==> src/rtl/mbs_pkg.sv <==
package mbs_pkg;

	// ********************************************
	// Register numbers (printed numbering)
	// ********************************************
	localparam logic [15:0] REG_BASE = 16'h9c41;
	localparam logic [15:0] REG_TEMP = 16'h9c67;
	localparam logic [15:0] REG_SLAVE = 16'h9d3b;
	localparam logic [15:0] REG_BAUD = 16'h9d3c;
	localparam logic [15:0] REG_PARITY = 16'h9d3d;
	localparam logic [15:0] REG_STOP = 16'h9d3e;
	localparam logic [15:0] REG_NVW0 = 16'h9e2b;
	localparam logic [15:0] REG_NVW1 = 16'h9e2c;
	localparam logic [15:0] REG_BULK_VAL = 16'ha474;
	localparam logic [15:0] REG_BULK_PTR = 16'ha4d8;
	localparam logic [15:0] BULK_N = 16'h0064;
	localparam logic [15:0] SRC_MIN = 16'h9c55;
	localparam logic [15:0] SRC_MAX = 16'ha473;

	// ********************************************
	// Reset values and legal ranges
	// ********************************************
	localparam logic [15:0] SLAVE_RST = 16'h0001;
	localparam logic [15:0] BAUD_RST = 16'h0009;
	localparam logic [15:0] PARITY_RST = 16'h0000;
	localparam logic [15:0] STOP_RST = 16'h0000;
	localparam logic [15:0] SLAVE_MAX = 16'h0040;
	localparam logic [15:0] BAUD_CODE_HI = 16'h0009;
	localparam logic [15:0] BAUD_CODE_LO = 16'h000a;
	localparam logic [15:0] PARITY_MAX = 16'h0004;
	localparam logic [15:0] STOP_MAX = 16'h0001;
	localparam logic [2:0] PAR_NONE = 3'h0;
	localparam logic [2:0] PAR_ODD = 3'h1;
	localparam logic [2:0] PAR_EVEN = 3'h2;
	localparam logic [2:0] PAR_MARK = 3'h3;
	localparam logic [1:0] NV_LAST = 2'h3;

	// ********************************************
	// Protocol codes
	// ********************************************
	localparam logic [7:0] FC_READ = 8'h03;
	localparam logic [7:0] FC_WRITE = 8'h06;
	localparam logic [7:0] EXC_FLAG = 8'h80;
	localparam logic [7:0] EXC_FUNC = 8'h01;
	localparam logic [7:0] EXC_ADDR = 8'h02;
	localparam logic [7:0] EXC_VAL = 8'h03;
	localparam logic [7:0] EXC_DENY = 8'h04;
	localparam logic [15:0] RD_MAX = 16'h007d;
	localparam logic [15:0] CRC_INIT = 16'hffff;
	localparam logic [15:0] CRC_POLY = 16'ha001;

	// ********************************************
	// Timing
	// ********************************************
	localparam int unsigned CLK_HZ = 100_000_000;
	localparam int unsigned BAUD_HI_BPS = 38400;
	localparam int unsigned BAUD_LO_BPS = 19200;
	localparam logic [15:0] DIV_HI = 16'(CLK_HZ / BAUD_HI_BPS);
	localparam logic [15:0] DIV_LO = 16'(CLK_HZ / BAUD_LO_BPS);
	localparam int unsigned T35_BITS = 39;
	localparam int unsigned MS_CYCLES = CLK_HZ / 1000;
	localparam int unsigned READY_TIME_S = 70;
	localparam int unsigned READY_MS_DEF = READY_TIME_S * 1000;
	localparam int unsigned SAVE_TIME_MIN = 60;
	localparam int unsigned SAVE_MS_DEF = SAVE_TIME_MIN * 60000;
	localparam int unsigned NV_CNT_W = 60;

endpackage

==> src/rtl/mbs_crc16.sv <==
`timescale 1ns/1ps
module mbs_crc16 (
	// Clock and reset
	input wire logic sys_clk,
	input wire logic rst_n,
	// Byte stream
	input wire logic clr,
	input wire logic en,
	input wire logic [7:0] din,
	// Running remainder
	output logic [15:0] crc
);
	import mbs_pkg::*;

	logic [15:0] crc_reg;
	logic [15:0] crc_next;

	always_comb begin
		crc_next = crc_reg ^ {8'h00, din};
		for (int i = 0; i < 8; i++) begin
			crc_next = crc_next[0] ? ((crc_next >> 1) ^ CRC_POLY) :
				(crc_next >> 1);
		end
	end

	always_ff @(posedge sys_clk or negedge rst_n) begin
		if (!rst_n) begin
			crc_reg <= CRC_INIT;
		end else if (clr) begin
			crc_reg <= CRC_INIT;
		end else if (en) begin
			crc_reg <= crc_next;
		end
	end

	assign crc = crc_reg;
endmodule

==> src/rtl/mbs_slave.sv <==
// Function
// - Slave address 0..64, default 1, live
// - Baud code 9 is 38400, 10 19200
// - Parity codes 0..4, 0 means none
// - Stop code 0 one bit, 1 two
// - Unready for up to 70 s
// - Temperature reads zero until ready
// - Only functions 03 and 06 supported
// - Read returns each register high byte first
// - Write single updates addressed register
// - Up to 100 sources in 40021..42099
// - Pointer table selects value window contents
// - Pointer table volatile, cleared by power cycle
// - Power-up copies nonvolatile values into registers
// - Bus writes change volatile copy only
// - Nonvolatile writes counted, 60-bit counter
// - Statistics saved hourly and on power loss
// - Line settings apply after power cycle
`timescale 1ns/1ps
module mbs_slave #(
	parameter int unsigned MS_DIV = mbs_pkg::MS_CYCLES,
	parameter int unsigned READY_MS = mbs_pkg::READY_MS_DEF,
	parameter int unsigned SAVE_MS = mbs_pkg::SAVE_MS_DEF,
	parameter int unsigned BIT_DIV_HI = mbs_pkg::DIV_HI,
	parameter int unsigned BIT_DIV_LO = mbs_pkg::DIV_LO
) (
	// Clock and reset
	input wire logic sys_clk,
	input wire logic rst_n,
	// Serial line
	input wire logic rxd,
	output logic txd,
	output logic tx_oe,
	// Nonvolatile store
	output logic [1:0] nv_rd_idx,
	input wire logic [15:0] nv_rd_data,
	output logic nv_save,
	input wire logic mains_lost,
	// Application registers
	output logic [15:0] app_addr,
	input wire logic [15:0] app_rdata,
	output logic app_wr,
	output logic [15:0] app_wdata,
	// Status
	input wire logic wr_permit,
	input wire logic [15:0] temp_raw,
	output logic ready
);
	import mbs_pkg::*;

	typedef enum logic [3:0] {S_LOAD, S_RX, S_EXEC, S_HDR, S_FETCH,
		S_GET, S_DHI, S_DLO, S_CRL, S_CRH} mbs_state_e;

	function automatic logic in_win(input logic [15:0] x,
		input logic [15:0] b);
		return (x >= b) && (x < b + BULK_N);
	endfunction

	mbs_state_e state_reg;
	logic [15:0] slave_reg, baud_reg, par_reg, stop_reg;
	logic [15:0] lnk_div_reg;
	logic [2:0] lnk_par_reg;
	logic lnk_stop_reg;
	logic [1:0] nv_idx_reg;
	logic [31:0] ms_cnt_reg, up_ms_reg, save_ms_reg;
	logic ready_reg, mains_reg, nv_save_reg;
	logic [NV_CNT_W-1:0] nv_cnt_reg;
	logic [7:0] rb [6];
	logic [3:0] len_reg;
	logic bad_reg;
	logic [7:0] hdr [6];
	logic [2:0] hidx_reg, hn_reg;
	logic [15:0] raddr_reg, cur_reg, data_reg, left_reg;
	logic null_reg, app_wr_reg;
	logic [15:0] app_wdata_reg;
	logic [15:0] ptr_mem [100];

	logic rx_valid, rx_err, rx_gap, tx_ready;
	logic [7:0] rx_data, tx_byte;
	logic [15:0] rx_crc, tx_crc, rd_val;

	// ********************************************
	// Request decode
	// ********************************************
	wire [7:0] fn = rb[1];
	wire [15:0] pa = {rb[2], rb[3]} + REG_BASE;
	wire [15:0] pv = {rb[4], rb[5]};
	wire is_rd = fn == FC_READ;
	wire is_wr = fn == FC_WRITE;
	wire len_ok = len_reg == 4'h8;
	wire addr_hit = {8'h00, rb[0]} == slave_reg;
	wire frame_ok = rx_gap && len_reg >= 4'h4 && !bad_reg &&
		rx_crc == 16'h0000 && addr_hit;
	wire bad_val = (pa == REG_SLAVE && pv > SLAVE_MAX) ||
		(pa == REG_BAUD && pv != BAUD_CODE_HI && pv != BAUD_CODE_LO) ||
		(pa == REG_PARITY && pv > PARITY_MAX) ||
		(pa == REG_STOP && pv > STOP_MAX);
	wire ro_hit = pa == REG_TEMP || pa == REG_NVW0 || pa == REG_NVW1 ||
		in_win(pa, REG_BULK_VAL);
	wire [7:0] wr_exc = !wr_permit ? EXC_DENY : ro_hit ? EXC_ADDR :
		bad_val ? EXC_VAL : 8'h00;
	wire [7:0] rd_exc = (pv == 16'h0000 || pv > RD_MAX) ? EXC_VAL : 8'h00;
	wire [7:0] exc = is_rd ? rd_exc : is_wr ? wr_exc : EXC_FUNC;
	wire in_exec = state_reg == S_EXEC;
	wire drop = (is_rd || is_wr) && !len_ok;
	wire do_wr = in_exec && is_wr && len_ok && wr_exc == 8'h00;
	wire own_wr = pa == REG_SLAVE || pa == REG_BAUD || pa == REG_PARITY ||
		pa == REG_STOP || in_win(pa, REG_BULK_PTR);
	wire [15:0] vidx = raddr_reg - REG_BULK_VAL;
	wire [15:0] pidx = cur_reg - REG_BULK_PTR;
	wire [15:0] widx = pa - REG_BULK_PTR;
	wire [15:0] src = ptr_mem[vidx[6:0]];
	wire src_ok = src >= SRC_MIN && src <= SRC_MAX;

	wire tx_valid = state_reg == S_HDR || state_reg == S_DHI ||
		state_reg == S_DLO || state_reg == S_CRL || state_reg == S_CRH;
	wire tx_go = tx_valid && tx_ready;
	wire tx_crc_en = tx_go && state_reg != S_CRL && state_reg != S_CRH;
	wire rx_en = ready_reg && state_reg == S_RX && tx_ready;
	wire rx_clr = state_reg != S_RX || (rx_gap && !frame_ok);
	wire ms_tick = ms_cnt_reg == 32'(MS_DIV - 1);
	wire save_due = ms_tick && save_ms_reg == 32'(SAVE_MS - 1);
	wire load_end = state_reg == S_LOAD && nv_idx_reg == NV_LAST;

	always_comb begin
		case (state_reg)
			S_HDR: tx_byte = hdr[hidx_reg];
			S_DHI: tx_byte = data_reg[15:8];
			S_DLO: tx_byte = data_reg[7:0];
			S_CRL: tx_byte = tx_crc[7:0];
			S_CRH: tx_byte = tx_crc[15:8];
			default: tx_byte = 8'h00;
		endcase
	end

	// ********************************************
	// Register read selection
	// ********************************************
	always_comb begin
		rd_val = app_rdata;
		if (null_reg) begin
			rd_val = 16'h0000;
		end else if (cur_reg == REG_TEMP) begin
			rd_val = ready_reg ? temp_raw : 16'h0000;
		end else if (cur_reg == REG_SLAVE) begin
			rd_val = slave_reg;
		end else if (cur_reg == REG_BAUD) begin
			rd_val = baud_reg;
		end else if (cur_reg == REG_PARITY) begin
			rd_val = par_reg;
		end else if (cur_reg == REG_STOP) begin
			rd_val = stop_reg;
		end else if (cur_reg == REG_NVW0) begin
			rd_val = nv_cnt_reg[15:0];
		end else if (cur_reg == REG_NVW1) begin
			rd_val = nv_cnt_reg[31:16];
		end else if (in_win(cur_reg, REG_BULK_PTR)) begin
			rd_val = ptr_mem[pidx[6:0]];
		end
	end

	// ********************************************
	// Power-up, readiness and nonvolatile saves
	// ********************************************
	always_ff @(posedge sys_clk or negedge rst_n) begin
		if (!rst_n) begin
			ms_cnt_reg <= 32'h0000_0000;
			up_ms_reg <= 32'h0000_0000;
			save_ms_reg <= 32'h0000_0000;
			ready_reg <= 1'b0;
		end else begin
			ms_cnt_reg <= ms_tick ? 32'h0000_0000 : ms_cnt_reg + 32'h1;
			if (ms_tick && up_ms_reg != 32'(READY_MS)) begin
				up_ms_reg <= up_ms_reg + 32'h1;
			end
			if (ms_tick) begin
				save_ms_reg <= save_due ? 32'h0 : save_ms_reg + 32'h1;
			end
			ready_reg <= up_ms_reg == 32'(READY_MS) && state_reg != S_LOAD;
		end
	end

	// Only statistics saves reach the store; bus writes never do
	always_ff @(posedge sys_clk or negedge rst_n) begin
		if (!rst_n) begin
			mains_reg <= 1'b0;
			nv_save_reg <= 1'b0;
			nv_cnt_reg <= '0;
		end else begin
			mains_reg <= mains_lost;
			nv_save_reg <= save_due || (mains_lost && !mains_reg);
			nv_cnt_reg <= nv_cnt_reg + NV_CNT_W'(nv_save_reg);
		end
	end

	// ********************************************
	// Configuration registers
	// ********************************************
	always_ff @(posedge sys_clk or negedge rst_n) begin
		if (!rst_n) begin
			slave_reg <= SLAVE_RST;
			baud_reg <= BAUD_RST;
			par_reg <= PARITY_RST;
			stop_reg <= STOP_RST;
			nv_idx_reg <= 2'h0;
		end else if (state_reg == S_LOAD) begin
			nv_idx_reg <= nv_idx_reg + 2'h1;
			case (nv_idx_reg)
				2'h0: slave_reg <= nv_rd_data;
				2'h1: baud_reg <= nv_rd_data;
				2'h2: par_reg <= nv_rd_data;
				default: stop_reg <= nv_rd_data;
			endcase
		end else if (do_wr) begin
			case (pa)
				REG_SLAVE: slave_reg <= pv;
				REG_BAUD: baud_reg <= pv;
				REG_PARITY: par_reg <= pv;
				REG_STOP: stop_reg <= pv;
				default: ;
			endcase
		end
	end

	// Line format is frozen when loading ends, so a write waits a power cycle
	always_ff @(posedge sys_clk or negedge rst_n) begin
		if (!rst_n) begin
			lnk_div_reg <= 16'(BIT_DIV_HI);
			lnk_par_reg <= PAR_NONE;
			lnk_stop_reg <= 1'b0;
		end else if (load_end) begin
			lnk_div_reg <= baud_reg == BAUD_CODE_LO ? 16'(BIT_DIV_LO) :
				16'(BIT_DIV_HI);
			lnk_par_reg <= par_reg[2:0];
			lnk_stop_reg <= nv_rd_data[0];
		end
	end

	// Pointer table lives in plain storage; any reset empties it
	always_ff @(posedge sys_clk or negedge rst_n) begin
		if (!rst_n) begin
			for (int i = 0; i < 100; i++) begin
				ptr_mem[i] <= 16'h0000;
			end
		end else if (do_wr && in_win(pa, REG_BULK_PTR)) begin
			ptr_mem[widx[6:0]] <= pv;
		end
	end

	always_ff @(posedge sys_clk or negedge rst_n) begin
		if (!rst_n) begin
			app_wr_reg <= 1'b0;
			app_wdata_reg <= 16'h0000;
		end else begin
			app_wr_reg <= do_wr && !own_wr;
			if (do_wr) begin
				app_wdata_reg <= pv;
			end
		end
	end

	// ********************************************
	// Frame collection
	// ********************************************
	always_ff @(posedge sys_clk or negedge rst_n) begin
		if (!rst_n) begin
			len_reg <= 4'h0;
			bad_reg <= 1'b0;
			for (int i = 0; i < 6; i++) begin
				rb[i] <= 8'h00;
			end
		end else if (rx_clr) begin
			len_reg <= 4'h0;
			bad_reg <= 1'b0;
		end else if (rx_valid) begin
			if (len_reg < 4'h6) begin
				rb[len_reg[2:0]] <= rx_data;
			end
			if (len_reg == 4'h8) begin
				bad_reg <= 1'b1;
			end else begin
				len_reg <= len_reg + 4'h1;
			end
			if (rx_err) begin
				bad_reg <= 1'b1;
			end
		end
	end

	// ********************************************
	// Command sequencer
	// ********************************************
	always_ff @(posedge sys_clk or negedge rst_n) begin
		if (!rst_n) begin
			state_reg <= S_LOAD;
			hidx_reg <= 3'h0;
			hn_reg <= 3'h0;
			raddr_reg <= 16'h0000;
			cur_reg <= 16'h0000;
			data_reg <= 16'h0000;
			left_reg <= 16'h0000;
			null_reg <= 1'b0;
			for (int i = 0; i < 6; i++) begin
				hdr[i] <= 8'h00;
			end
		end else begin
			case (state_reg)
				S_LOAD: begin
					if (nv_idx_reg == NV_LAST) begin
						state_reg <= S_RX;
					end
				end
				S_RX: begin
					if (frame_ok) begin
						state_reg <= S_EXEC;
					end
				end
				S_EXEC: begin
					hidx_reg <= 3'h0;
					raddr_reg <= pa;
					cur_reg <= pa;
					null_reg <= 1'b0;
					left_reg <= pv;
					hdr[0] <= rb[0];
					if (drop) begin
						state_reg <= S_RX;
					end else if (exc != 8'h00) begin
						state_reg <= S_HDR;
						hdr[1] <= fn | EXC_FLAG;
						hdr[2] <= exc;
						hn_reg <= 3'h3;
						left_reg <= 16'h0000;
					end else if (is_rd) begin
						state_reg <= S_HDR;
						hdr[1] <= fn;
						hdr[2] <= {pv[6:0], 1'b0};
						hn_reg <= 3'h3;
					end else begin
						state_reg <= S_HDR;
						for (int i = 1; i < 6; i++) begin
							hdr[i] <= rb[i];
						end
						hn_reg <= 3'h6;
						left_reg <= 16'h0000;
					end
				end
				S_HDR: begin
					if (tx_go) begin
						hidx_reg <= hidx_reg + 3'h1;
						if (hidx_reg == hn_reg - 3'h1) begin
							state_reg <= left_reg != 16'h0000 ? S_FETCH : S_CRL;
						end
					end
				end
				S_FETCH: begin
					state_reg <= S_GET;
					if (in_win(raddr_reg, REG_BULK_VAL)) begin
						cur_reg <= src;
						null_reg <= !src_ok;
					end else begin
						cur_reg <= raddr_reg;
						null_reg <= 1'b0;
					end
				end
				S_GET: begin
					data_reg <= rd_val;
					state_reg <= S_DHI;
				end
				S_DHI: begin
					if (tx_go) begin
						state_reg <= S_DLO;
					end
				end
				S_DLO: begin
					if (tx_go) begin
						raddr_reg <= raddr_reg + 16'h0001;
						left_reg <= left_reg - 16'h0001;
						state_reg <= left_reg == 16'h0001 ? S_CRL : S_FETCH;
					end
				end
				S_CRL: begin
					if (tx_go) begin
						state_reg <= S_CRH;
					end
				end
				S_CRH: begin
					if (tx_go) begin
						state_reg <= S_RX;
					end
				end
				default: state_reg <= S_RX;
			endcase
		end
	end

	// ********************************************
	// Line and checksums
	// ********************************************
	mbs_uart u_uart (
		.sys_clk(sys_clk),
		.rst_n(rst_n),
		.bit_div(lnk_div_reg),
		.parity_mode(lnk_par_reg),
		.two_stop(lnk_stop_reg),
		.rx_en(rx_en),
		.rxd(rxd),
		.rx_valid(rx_valid),
		.rx_data(rx_data),
		.rx_err(rx_err),
		.rx_gap(rx_gap),
		.tx_valid(tx_valid),
		.tx_data(tx_byte),
		.tx_ready(tx_ready),
		.txd(txd),
		.tx_oe(tx_oe)
	);

	mbs_crc16 u_rx_crc (
		.sys_clk(sys_clk),
		.rst_n(rst_n),
		.clr(rx_clr),
		.en(rx_valid),
		.din(rx_data),
		.crc(rx_crc)
	);

	mbs_crc16 u_tx_crc (
		.sys_clk(sys_clk),
		.rst_n(rst_n),
		.clr(in_exec),
		.en(tx_crc_en),
		.din(tx_byte),
		.crc(tx_crc)
	);

	assign nv_rd_idx = nv_idx_reg;
	assign nv_save = nv_save_reg;
	assign app_addr = cur_reg;
	assign app_wr = app_wr_reg;
	assign app_wdata = app_wdata_reg;
	assign ready = ready_reg;
endmodule

==> src/rtl/mbs_uart.sv <==
`timescale 1ns/1ps
module mbs_uart #(
	parameter int unsigned GAP_BITS = mbs_pkg::T35_BITS
) (
	// Clock and reset
	input wire logic sys_clk,
	input wire logic rst_n,
	// Line format
	input wire logic [15:0] bit_div,
	input wire logic [2:0] parity_mode,
	input wire logic two_stop,
	// Receive side
	input wire logic rx_en,
	input wire logic rxd,
	output logic rx_valid,
	output logic [7:0] rx_data,
	output logic rx_err,
	output logic rx_gap,
	// Transmit side
	input wire logic tx_valid,
	input wire logic [7:0] tx_data,
	output logic tx_ready,
	output logic txd,
	output logic tx_oe
);
	import mbs_pkg::*;

	function automatic logic par_of(input logic [7:0] d,
		input logic [2:0] m);
		case (m)
			PAR_ODD: return ~^d;
			PAR_EVEN: return ^d;
			PAR_MARK: return 1'b1;
			default: return 1'b0;
		endcase
	endfunction

	wire par_en = parity_mode != PAR_NONE;
	wire [3:0] rx_last = par_en ? 4'ha : 4'h9;

	// ********************************************
	// Receiver, sampling at mid bit
	// ********************************************
	logic rx_busy_reg, rx_perr_reg, rx_valid_reg, rx_err_reg;
	logic [15:0] rx_cnt_reg;
	logic [3:0] rx_bit_reg;
	logic [7:0] rx_sh_reg;

	always_ff @(posedge sys_clk or negedge rst_n) begin
		if (!rst_n) begin
			rx_busy_reg <= 1'b0;
			rx_perr_reg <= 1'b0;
			rx_valid_reg <= 1'b0;
			rx_err_reg <= 1'b0;
			rx_cnt_reg <= 16'h0000;
			rx_bit_reg <= 4'h0;
			rx_sh_reg <= 8'h00;
		end else begin
			rx_valid_reg <= 1'b0;
			if (!rx_busy_reg) begin
				if (rx_en && !rxd) begin
					rx_busy_reg <= 1'b1;
					rx_cnt_reg <= bit_div >> 1;
					rx_bit_reg <= 4'h0;
					rx_perr_reg <= 1'b0;
				end
			end else if (rx_cnt_reg != 16'h0000) begin
				rx_cnt_reg <= rx_cnt_reg - 16'h0001;
			end else begin
				rx_cnt_reg <= bit_div - 16'h0001;
				rx_bit_reg <= rx_bit_reg + 4'h1;
				if (rx_bit_reg == 4'h0) begin
					rx_busy_reg <= ~rxd;
				end else if (rx_bit_reg <= 4'h8) begin
					rx_sh_reg <= {rxd, rx_sh_reg[7:1]};
				end else if (rx_bit_reg == rx_last) begin
					rx_busy_reg <= 1'b0;
					rx_valid_reg <= 1'b1;
					rx_err_reg <= rx_perr_reg | ~rxd;
				end else begin
					rx_perr_reg <= rxd != par_of(rx_sh_reg, parity_mode);
				end
			end
		end
	end

	// ********************************************
	// Silence detector, marks end of frame
	// ********************************************
	logic [15:0] gap_cnt_reg;
	logic [5:0] gap_bits_reg;
	logic gap_done_reg, gap_reg;

	always_ff @(posedge sys_clk or negedge rst_n) begin
		if (!rst_n) begin
			gap_cnt_reg <= 16'h0000;
			gap_bits_reg <= 6'h00;
			gap_done_reg <= 1'b0;
			gap_reg <= 1'b0;
		end else begin
			gap_reg <= 1'b0;
			if (rx_busy_reg || !rxd) begin
				gap_cnt_reg <= 16'h0000;
				gap_bits_reg <= 6'h00;
				gap_done_reg <= 1'b0;
			end else if (!gap_done_reg) begin
				if (gap_cnt_reg == bit_div - 16'h0001) begin
					gap_cnt_reg <= 16'h0000;
					gap_bits_reg <= gap_bits_reg + 6'h01;
					if (gap_bits_reg == 6'(GAP_BITS - 1)) begin
						gap_done_reg <= 1'b1;
						gap_reg <= 1'b1;
					end
				end else begin
					gap_cnt_reg <= gap_cnt_reg + 16'h0001;
				end
			end
		end
	end

	// ********************************************
	// Transmitter
	// ********************************************
	logic tx_busy_reg, txd_reg;
	logic [15:0] tx_cnt_reg;
	logic [11:0] tx_sh_reg;
	logic [3:0] tx_n_reg;

	// Stop bits are the ones above the frame; a second one only lengthens
	wire [11:0] tx_frame = par_en ?
		{2'b11, par_of(tx_data, parity_mode), tx_data, 1'b0} :
		{3'b111, tx_data, 1'b0};
	wire [3:0] tx_len = 4'h9 + {3'h0, par_en} + {3'h0, two_stop};

	always_ff @(posedge sys_clk or negedge rst_n) begin
		if (!rst_n) begin
			tx_busy_reg <= 1'b0;
			txd_reg <= 1'b1;
			tx_cnt_reg <= 16'h0000;
			tx_sh_reg <= 12'hfff;
			tx_n_reg <= 4'h0;
		end else if (!tx_busy_reg) begin
			if (tx_valid) begin
				tx_busy_reg <= 1'b1;
				txd_reg <= 1'b0;
				tx_sh_reg <= tx_frame >> 1;
				tx_n_reg <= tx_len;
				tx_cnt_reg <= bit_div - 16'h0001;
			end
		end else if (tx_cnt_reg != 16'h0000) begin
			tx_cnt_reg <= tx_cnt_reg - 16'h0001;
		end else if (tx_n_reg == 4'h0) begin
			tx_busy_reg <= 1'b0;
			txd_reg <= 1'b1;
		end else begin
			txd_reg <= tx_sh_reg[0];
			tx_sh_reg <= {1'b1, tx_sh_reg[11:1]};
			tx_n_reg <= tx_n_reg - 4'h1;
			tx_cnt_reg <= bit_div - 16'h0001;
		end
	end

	assign rx_valid = rx_valid_reg;
	assign rx_data = rx_sh_reg;
	assign rx_err = rx_err_reg;
	assign rx_gap = gap_reg;
	assign tx_ready = ~tx_busy_reg;
	assign txd = txd_reg;
	assign tx_oe = tx_busy_reg;
endmodule

==> config.mk <==
export PLATFORM = sky130hd
export DESIGN_NAME = mbs_slave
export DESIGN_NICKNAME = d
export VERILOG_FILES = /design/src/rtl/mbs_pkg.sv /design/src/rtl/mbs_crc16.sv /design/src/rtl/mbs_slave.sv /design/src/rtl/mbs_uart.sv
export SDC_FILE = /design/constraint.sdc
export NUM_CORES = 2
export LEC_CHECK = 0
export BUFFER_PORTS_ARGS = -buffer_cell sky130_fd_sc_hd__buf_4
export CAP_MARGIN = 20
export CELL_PAD_IN_SITES_DETAIL_PLACEMENT = 1
export CELL_PAD_IN_SITES_GLOBAL_PLACEMENT = 1
export CORE_AREA = 2 2 486 488
export DETAILED_ROUTE_END_ITERATION = 8
export DIE_AREA = 0 0 488 490
export PLACE_DENSITY = 0.75
export SKIP_LAST_GASP = 1
export SLEW_MARGIN = 20
export SYNTH_ARGS = -nofsm -noshare
export SYNTH_HDL_FRONTEND = slang
export SYNTH_SLANG_ARGS = --single-unit
==> constraint.sdc <==
create_clock -name sys_clk -period 4.3 [get_ports sys_clk]
set_input_delay 0.86 -clock sys_clk [delete_from_list [all_inputs] [get_ports sys_clk]]
set_output_delay 0.86 -clock sys_clk [all_outputs]
set_load 0.005 [all_outputs]
Word-level counts from Yosys, hierarchy flattened
Cells that the tools add are included.
- add/sub/neg operators: 23
- $lt $le $gt $ge: 24
- equal/unequal tests: 70
- muxes and demuxes: 171
- bitwise logic cells: 33
- reductions and logical operators: 112
- operator list (operator ; count):
    $bwmux W1600 ; 1
    $mux W16 ; 68
    $bmux W16 S7 ; 2
    $eq A16 B16 Y1 const B ; 14
    $demux W16 S7 ; 1
    $add A32 B1 Y32 const B ; 3
    $pmux W16 S2 ; 3
    $ge A16 B16 Y1 const B ; 5
    $mux W4 ; 20
    $eq A32 B17 Y1 const B ; 2
    $lt A16 B16 Y1 const B ; 4
    $mux W32 ; 2
    $sub A16 B1 Y16 const B ; 4
    $add A60 B1 Y60 ; 1
    $bwmux W48 ; 1
    $mux W12 ; 4
    $not A2 Y3 ; 16
    $reduce_bool A16 Y1 ; 3
    $mux W1 ; 41
    $pmux W4 S10 ; 1
    $pmux W8 S5 ; 1
    $logic_and A1 B1 Y1 ; 34
    $add A16 B1 Y16 const B ; 2
    $eq A32 B22 Y1 const B ; 1
    other kinds (80) ; 199
- flip-flop bits (word level): 2160
- output and inout bits: 39

Longest topological paths before layout
- depth in word-level cells: 24
- gate-level depth with buffers: 19

By module
Synthesis repeated with hierarchy kept, for this count alone.
- cells, all modules: 8384
- area total of the unflattened synthesis: 114066.9 µm²
- modules (own cells, without submodules) (module ; times used ; cells each ; area each (µm²) ; sequential area each (µm²)):
    mbs_slave ; 1 ; 7539 ; 106442.1 ; 49952.9
    mbs_uart ; 1 ; 673 ; 5835.6 ; 2268.4
    mbs_crc16 ; 2 ; 86 ; 894.6 ; 420.4

Least setup slack after synthesis
Ideal clock, no wire load.
- path type: reg2reg
- from: register raddr_reg[2]
- to: register null_reg
- arrival: 4354 ps
- required time: 4196 ps
- setup slack: -158 ps
- cell stages (with the launch flop): 20
- path through: dfrtp_1 buf_2 clkinv_1 buf_1 clkbuf_1 buf_1 ha_1 inv_1 buf_2 buf_2 buf_1 clkbuf_1 o221ai_1 a21oi_1 nor3_1 nor3_1 nand3_1 o31ai_1 nand3_1 a221oi_1
- longest elaborated chain between the ends: 10
- RTL lines (what ; RTL line ; text):
    start: declaration ; mbs_slave.sv:73 ; logic [15:0] raddr_reg, cur_reg, data_reg, left_reg;
    start signal: assignment ; mbs_slave.sv:320 ; raddr_reg <= pa;
    start signal: assignment ; mbs_slave.sv:376 ; raddr_reg <= raddr_reg + 16'h0001;
    $sub A7 B7 Y7 ; mbs_slave.sv:109 ; wire [15:0] vidx = raddr_reg - REG_BULK_VAL;
    $not A7 Y8 (not written as such) ; mbs_slave.sv:112 ; wire [15:0] src = ptr_mem[vidx[6:0]];
    $bmux W16 S7 ; mbs_slave.sv:112 ;
    $mux W16 (not written as such) (2 in series) ; mbs_slave.sv:112 ;
    $ge A16 B16 Y1 / $le A16 B16 Y1 (equally long branches) ; mbs_slave.sv:113 ; wire src_ok = src >= SRC_MIN && src <= SRC_MAX;
    $logic_and A1 B1 Y1 ; mbs_slave.sv:113 ;
    $logic_not A1 Y1 ; mbs_slave.sv:359 ; null_reg <= !src_ok;
    $mux W1 * ; mbs_slave.sv:357 ; if (in_win(raddr_reg, REG_BULK_VAL)) begin
    $pmux W1 S2 * ; mbs_slave.sv:307 ; case (state_reg)
    end signal: assignment ; mbs_slave.sv:359 ;
    end: declaration ; mbs_slave.sv:74 ; logic null_reg, app_wr_reg;
Every way passes the cells marked *; elsewhere a longest branch is shown, timed or not. The select of a mux whose other input is x is not followed.
A chain may end at the register's enable or synchronous reset.

Worst setup path after layout
- from: register raddr_reg[0]
- to: register null_reg
The elaborated chain is that of the path after synthesis.

==> run metrics <==
outcome=finished with violations; violations in the final reports=negative setup slack; fraction of registers with async set/reset=1.00; critical path class=reg -> reg; Max Cap Viol=0; post-layout minimum cycle time=about 4.4 ns; biggest regs=ptr_mem (1600), hdr (48); Hold WC Path Type=in -> reg; number of fill cells in the layout=between 20000 and 25000; net switching share of the total power=0.227; GRT overflow=0; most frequent standard cell in the layout excluding fill and tap cells=sky130_fd_sc_hd__dfrtp_1; first-pass GRT wire length=about 620000 um; core outline area=234000 um2; DIE HEIGHT=between 400 and 500 um; number of register bits inferred by synthesis=between 2000 and 2500; maximum fanout along the worst path=35; total number of clock tree sinks=about 2100; maximum level of the CTS H-tree=4; fin cells=about 12000; Post-Synthesis Cell Area=roughly 110000 um2; cell total after placement=11500; data required time of the worst path=~5.1 ns; Slew Limit Fails=0; Total Die Area=~240000 um2; synthesized area per cell=between 10 and 15 um2; setup ws final=-0.149 ns; standard cell area after detailed placement=between 100000 and 150000 um2; combined area of the multi-input logic cells=57600 um2; Cell variety after synth=roughly 110; combinational group share of total power=0.016; longest individual stage delay on the worst path=0.71 ns; Worst IR Drop VDD=392 uV; detailed router's first-iteration violation count=8534; post-route core utilization=0.551; NetSw=between 0.009 and 0.01 W; Fin Hold WS=about 0.068 ns; number of instances in the synthesized netlist=between 8000 and 9000; count of buffering cells on the critical path with inverters included=2; die width=488 um; syn_nets=between 8000 and 9000; register area share after synthesis=0.465; register ranked first by flip-flop count=ptr_mem; global routing usage summed across all routing layers=0.357; biggest area contributors in the synthesized netlist=sky130_fd_sc_hd__dfrtp_1, sky130_fd_sc_hd__mux4_2, sky130_fd_sc_hd__mux2_2; headroom to the max-slew limit=0.274; top library cells by usage in the layout, fill and taps aside=sky130_fd_sc_hd__dfrtp_1, sky130_fd_sc_hd__mux2_2, sky130_fd_sc_hd__mux4_2; share of total power in sequential cells=0.482; area taken by flip-flops and latches=between 50000 and 60000 um2; Worst-path clk slew=0.07 ns; CTS tree=yes; half-perimeter wire length after placement=~280000 um; number of global-route vias before repair=just under 90000; Residual DRC=0; DR pass1 iterations=6; number of enable-type register cells in the synthesized netlist=0; number of vias per cell after detailed routing=~6.9; yosys synthesis warning count=0; count of antenna-violating nets left after detailed routing=0; Tcrit/Tclk final=1.03; number of nets in the final layout=between 8000 and 9000; Routed Wire Length=roughly 430000 um; kind of capture point of the worst setup path=flop; number of endpoints with negative hold slack in the final report=0; CP Cell Sequence=buf_12, buf_4, mux2i_1, a221oi_1, a22oi_1, a211oi_1, nor3_1, nand4_1, o211a_1, nand2_1, a21bo_2, a221oi_1; Largest register FFs=between 1500 and 2000; number of antenna violations at the first check in global routing=28; power density over cell area=between 300 and 400 nW/um2; clock insertion delay at the later pin of the skew report=about 0.93 ns; area fraction of the dominant cell type after synthesis=0.454; cell seen most often among critical-path stages=sky130_fd_sc_hd__a221oi_1; startpoint of the worst hold path=mains_lost; area added between synthesis and finish=13.1%; initial standard-cell utilization of the core=0.488; buffers added on ports=91; pin count of the biggest net entering global routing=~140; final weighted congestion in routability-driven placement=just under 1; Clk network pwr share=0.502; total non-filler cell area in the finished layout=around 130000 um2; Bufs on Longest Clock Path=3; count of boundary I/O pins=approximately 90; post-DR wirelength/cell=around 36 um; Worst path top cell family by delay=compound AO/OA/AOI/OAI gates; CTS buffer count=~230; Setup crit start kind=flop; proportion of layout cells with a drive suffix above 1=0.432; # rows=about 180; clk root buf=sky130_fd_sc_hd__clkbuf_16; Internal Dissipation=about 0.032 W; slew at the pin closest to its max-slew limit=approximately 1.1 ns; final count of negative-setup-slack endpoints=1; top_reg_cell synth=sky130_fd_sc_hd__dfrtp_1; Max stage delay cell, worst path=sky130_fd_sc_hd__dfrtp_4; Lkg Pwr=~57 nW; start point of the critical path=raddr_reg[0]$_DFFE_PN0P_; Setup Skew=0.0868 ns; arrival time of the worst setup path=roughly 5.2 ns; Max Freq=about 0.22 GHz; cell type with the largest total area after synthesis=sky130_fd_sc_hd__dfrtp_1; Critical R2R Launch=raddr_reg[0]$_DFFE_PN0P_; total via count after detailed routing=about 82000; RSZ-0062 raised after global routing=true
[power groups by stage]
stage | clock [W] | sequential [W] | combinational, W
final | 0.0209 | 0.0201 | 0.000672
after global routing | 0.0219 | 0.0201 | 0.000752
after CTS | 0.0211 | 0.0201 | 0.000691
after detailed placement | 0 | 0.0204 | 0.000686
after global placement | 0 | 0.0204 | 0.000664
after floorplan | 0 | 0.0204 | 0.000102
[layer usage]
| layer | vias up | GRT usage | wire length [um] |
|---|---|---|---|
| li1 | 32200 | - | - |
| met1 | 44300 | 0.461 | 163000 |
| met2 | 4172 | 0.538 | 193000 |
| met3 | 1244 | 0.101 | 42400 |
| met4 | 34 | 0.206 | 29000 |
| met5 | - | 0 | 214 |
[per-stage QoR]
step	setup TNS (ns)	setup slack, ns	total power (W)
2_1_floorplan	0	0.0532	0.0205
3_3_place_gp	-0.000312	-0.000312	0.0211
3_5_place_dp	-0.0950	-0.0682	0.0211
4_1_cts	-0.0240	-0.0240	0.0418
5_1_grt	-0.371	-0.123	0.0427
6_report	-0.149	-0.149	0.0416
[kinds of logic after synthesis]
group	share of synthesized area
compound gates	0.0548
xor+xnor	0.0189
fa+ha+maj	0.00428
mux	0.360
buf+inv	0.0326
simple gates	0.0646
flops	0.465
[cells in the mapped netlist, types with 25 or more instances]
| master | number |
|---|---|
| sky130_fd_sc_hd__clkbuf_1 | 424 |
| sky130_fd_sc_hd__or3_1 | 25 |
| sky130_fd_sc_hd__ha_1 | 39 |
| sky130_fd_sc_hd__nor2_1 | 297 |
| sky130_fd_sc_hd__mux2_4 | 30 |
| sky130_fd_sc_hd__nor2b_1 | 29 |
| sky130_fd_sc_hd__o211ai_1 | 26 |
| sky130_fd_sc_hd__mux4_2 | 833 |
| sky130_fd_sc_hd__and3_1 | 60 |
| sky130_fd_sc_hd__nor4_1 | 47 |
| sky130_fd_sc_hd__dfrtp_1 | 2069 |
| sky130_fd_sc_hd__nand2b_1 | 26 |
| sky130_fd_sc_hd__nand2_1 | 484 |
| sky130_fd_sc_hd__inv_1 | 67 |
| sky130_fd_sc_hd__nor3_1 | 108 |
| sky130_fd_sc_hd__a31oi_1 | 46 |
| sky130_fd_sc_hd__buf_4 | 86 |
| sky130_fd_sc_hd__xnor2_1 | 166 |
| sky130_fd_sc_hd__a221oi_1 | 26 |
| sky130_fd_sc_hd__mux2_1 | 99 |
| sky130_fd_sc_hd__nand3_1 | 115 |
| sky130_fd_sc_hd__nand4_1 | 46 |
| sky130_fd_sc_hd__a211oi_1 | 44 |
| sky130_fd_sc_hd__buf_1 | 40 |
| sky130_fd_sc_hd__o22ai_1 | 56 |
| sky130_fd_sc_hd__nand2_2 | 97 |
| sky130_fd_sc_hd__a22oi_1 | 71 |
| sky130_fd_sc_hd__mux2_2 | 1645 |
| sky130_fd_sc_hd__buf_2 | 144 |
| sky130_fd_sc_hd__a21oi_1 | 224 |
| sky130_fd_sc_hd__o221ai_1 | 69 |
| sky130_fd_sc_hd__xor2_1 | 70 |
| sky130_fd_sc_hd__mux2i_1 | 222 |
| sky130_fd_sc_hd__o21ai_0 | 228 |
| sky130_fd_sc_hd__dfstp_2 | 49 |
[area by class of cell]
cell class / instances / share of cell area
Antenna cell: 8 / 0.000155
Tap cell: 3150 / 0.0305
Timing Repair Buffer: 619 / 0.0479
Multi-Input combinational cell: 5537 / 0.446
Clock buffer: 325 / 0.0509
Sequential cell: 2118 / 0.412
Clock inverter: 98 / 0.0107
Inverter: 70 / 0.00209
[what timing repair did]
item / 4_1_cts / 5_1_grt
gates cloned: 0 / 0
hold buffers: 1 / 0
setup buffers: 0 / 5
endpoints found under the hold margin: 32 / 0
setup endpoints to repair: 2 / 15
gates resized for setup: 2 / 4
[final timing paths]
kind / end / slack (ns) / cells after the start
hold / removal: mains_reg$_DFF_PN0_ / 0.07 / 1
setup / recovery: null_reg$_DFFE_PN0P_ / -0.15 / 12
setup reg to reg: null_reg$_DFFE_PN0P_ / -0.15 / 12
min in group asynchronous: ptr_mem[370]$_DFFE_PN0P_ / 0.57 / 2
max in group asynchronous: ptr_mem[1436]$_DFFE_PN0P_ / 2.17 / 4
hold reg to reg: hn_reg[1]$_DFFE_PN0P_ / 0.46 / 2
Note: power is estimated with default switching activity, not from simulation.
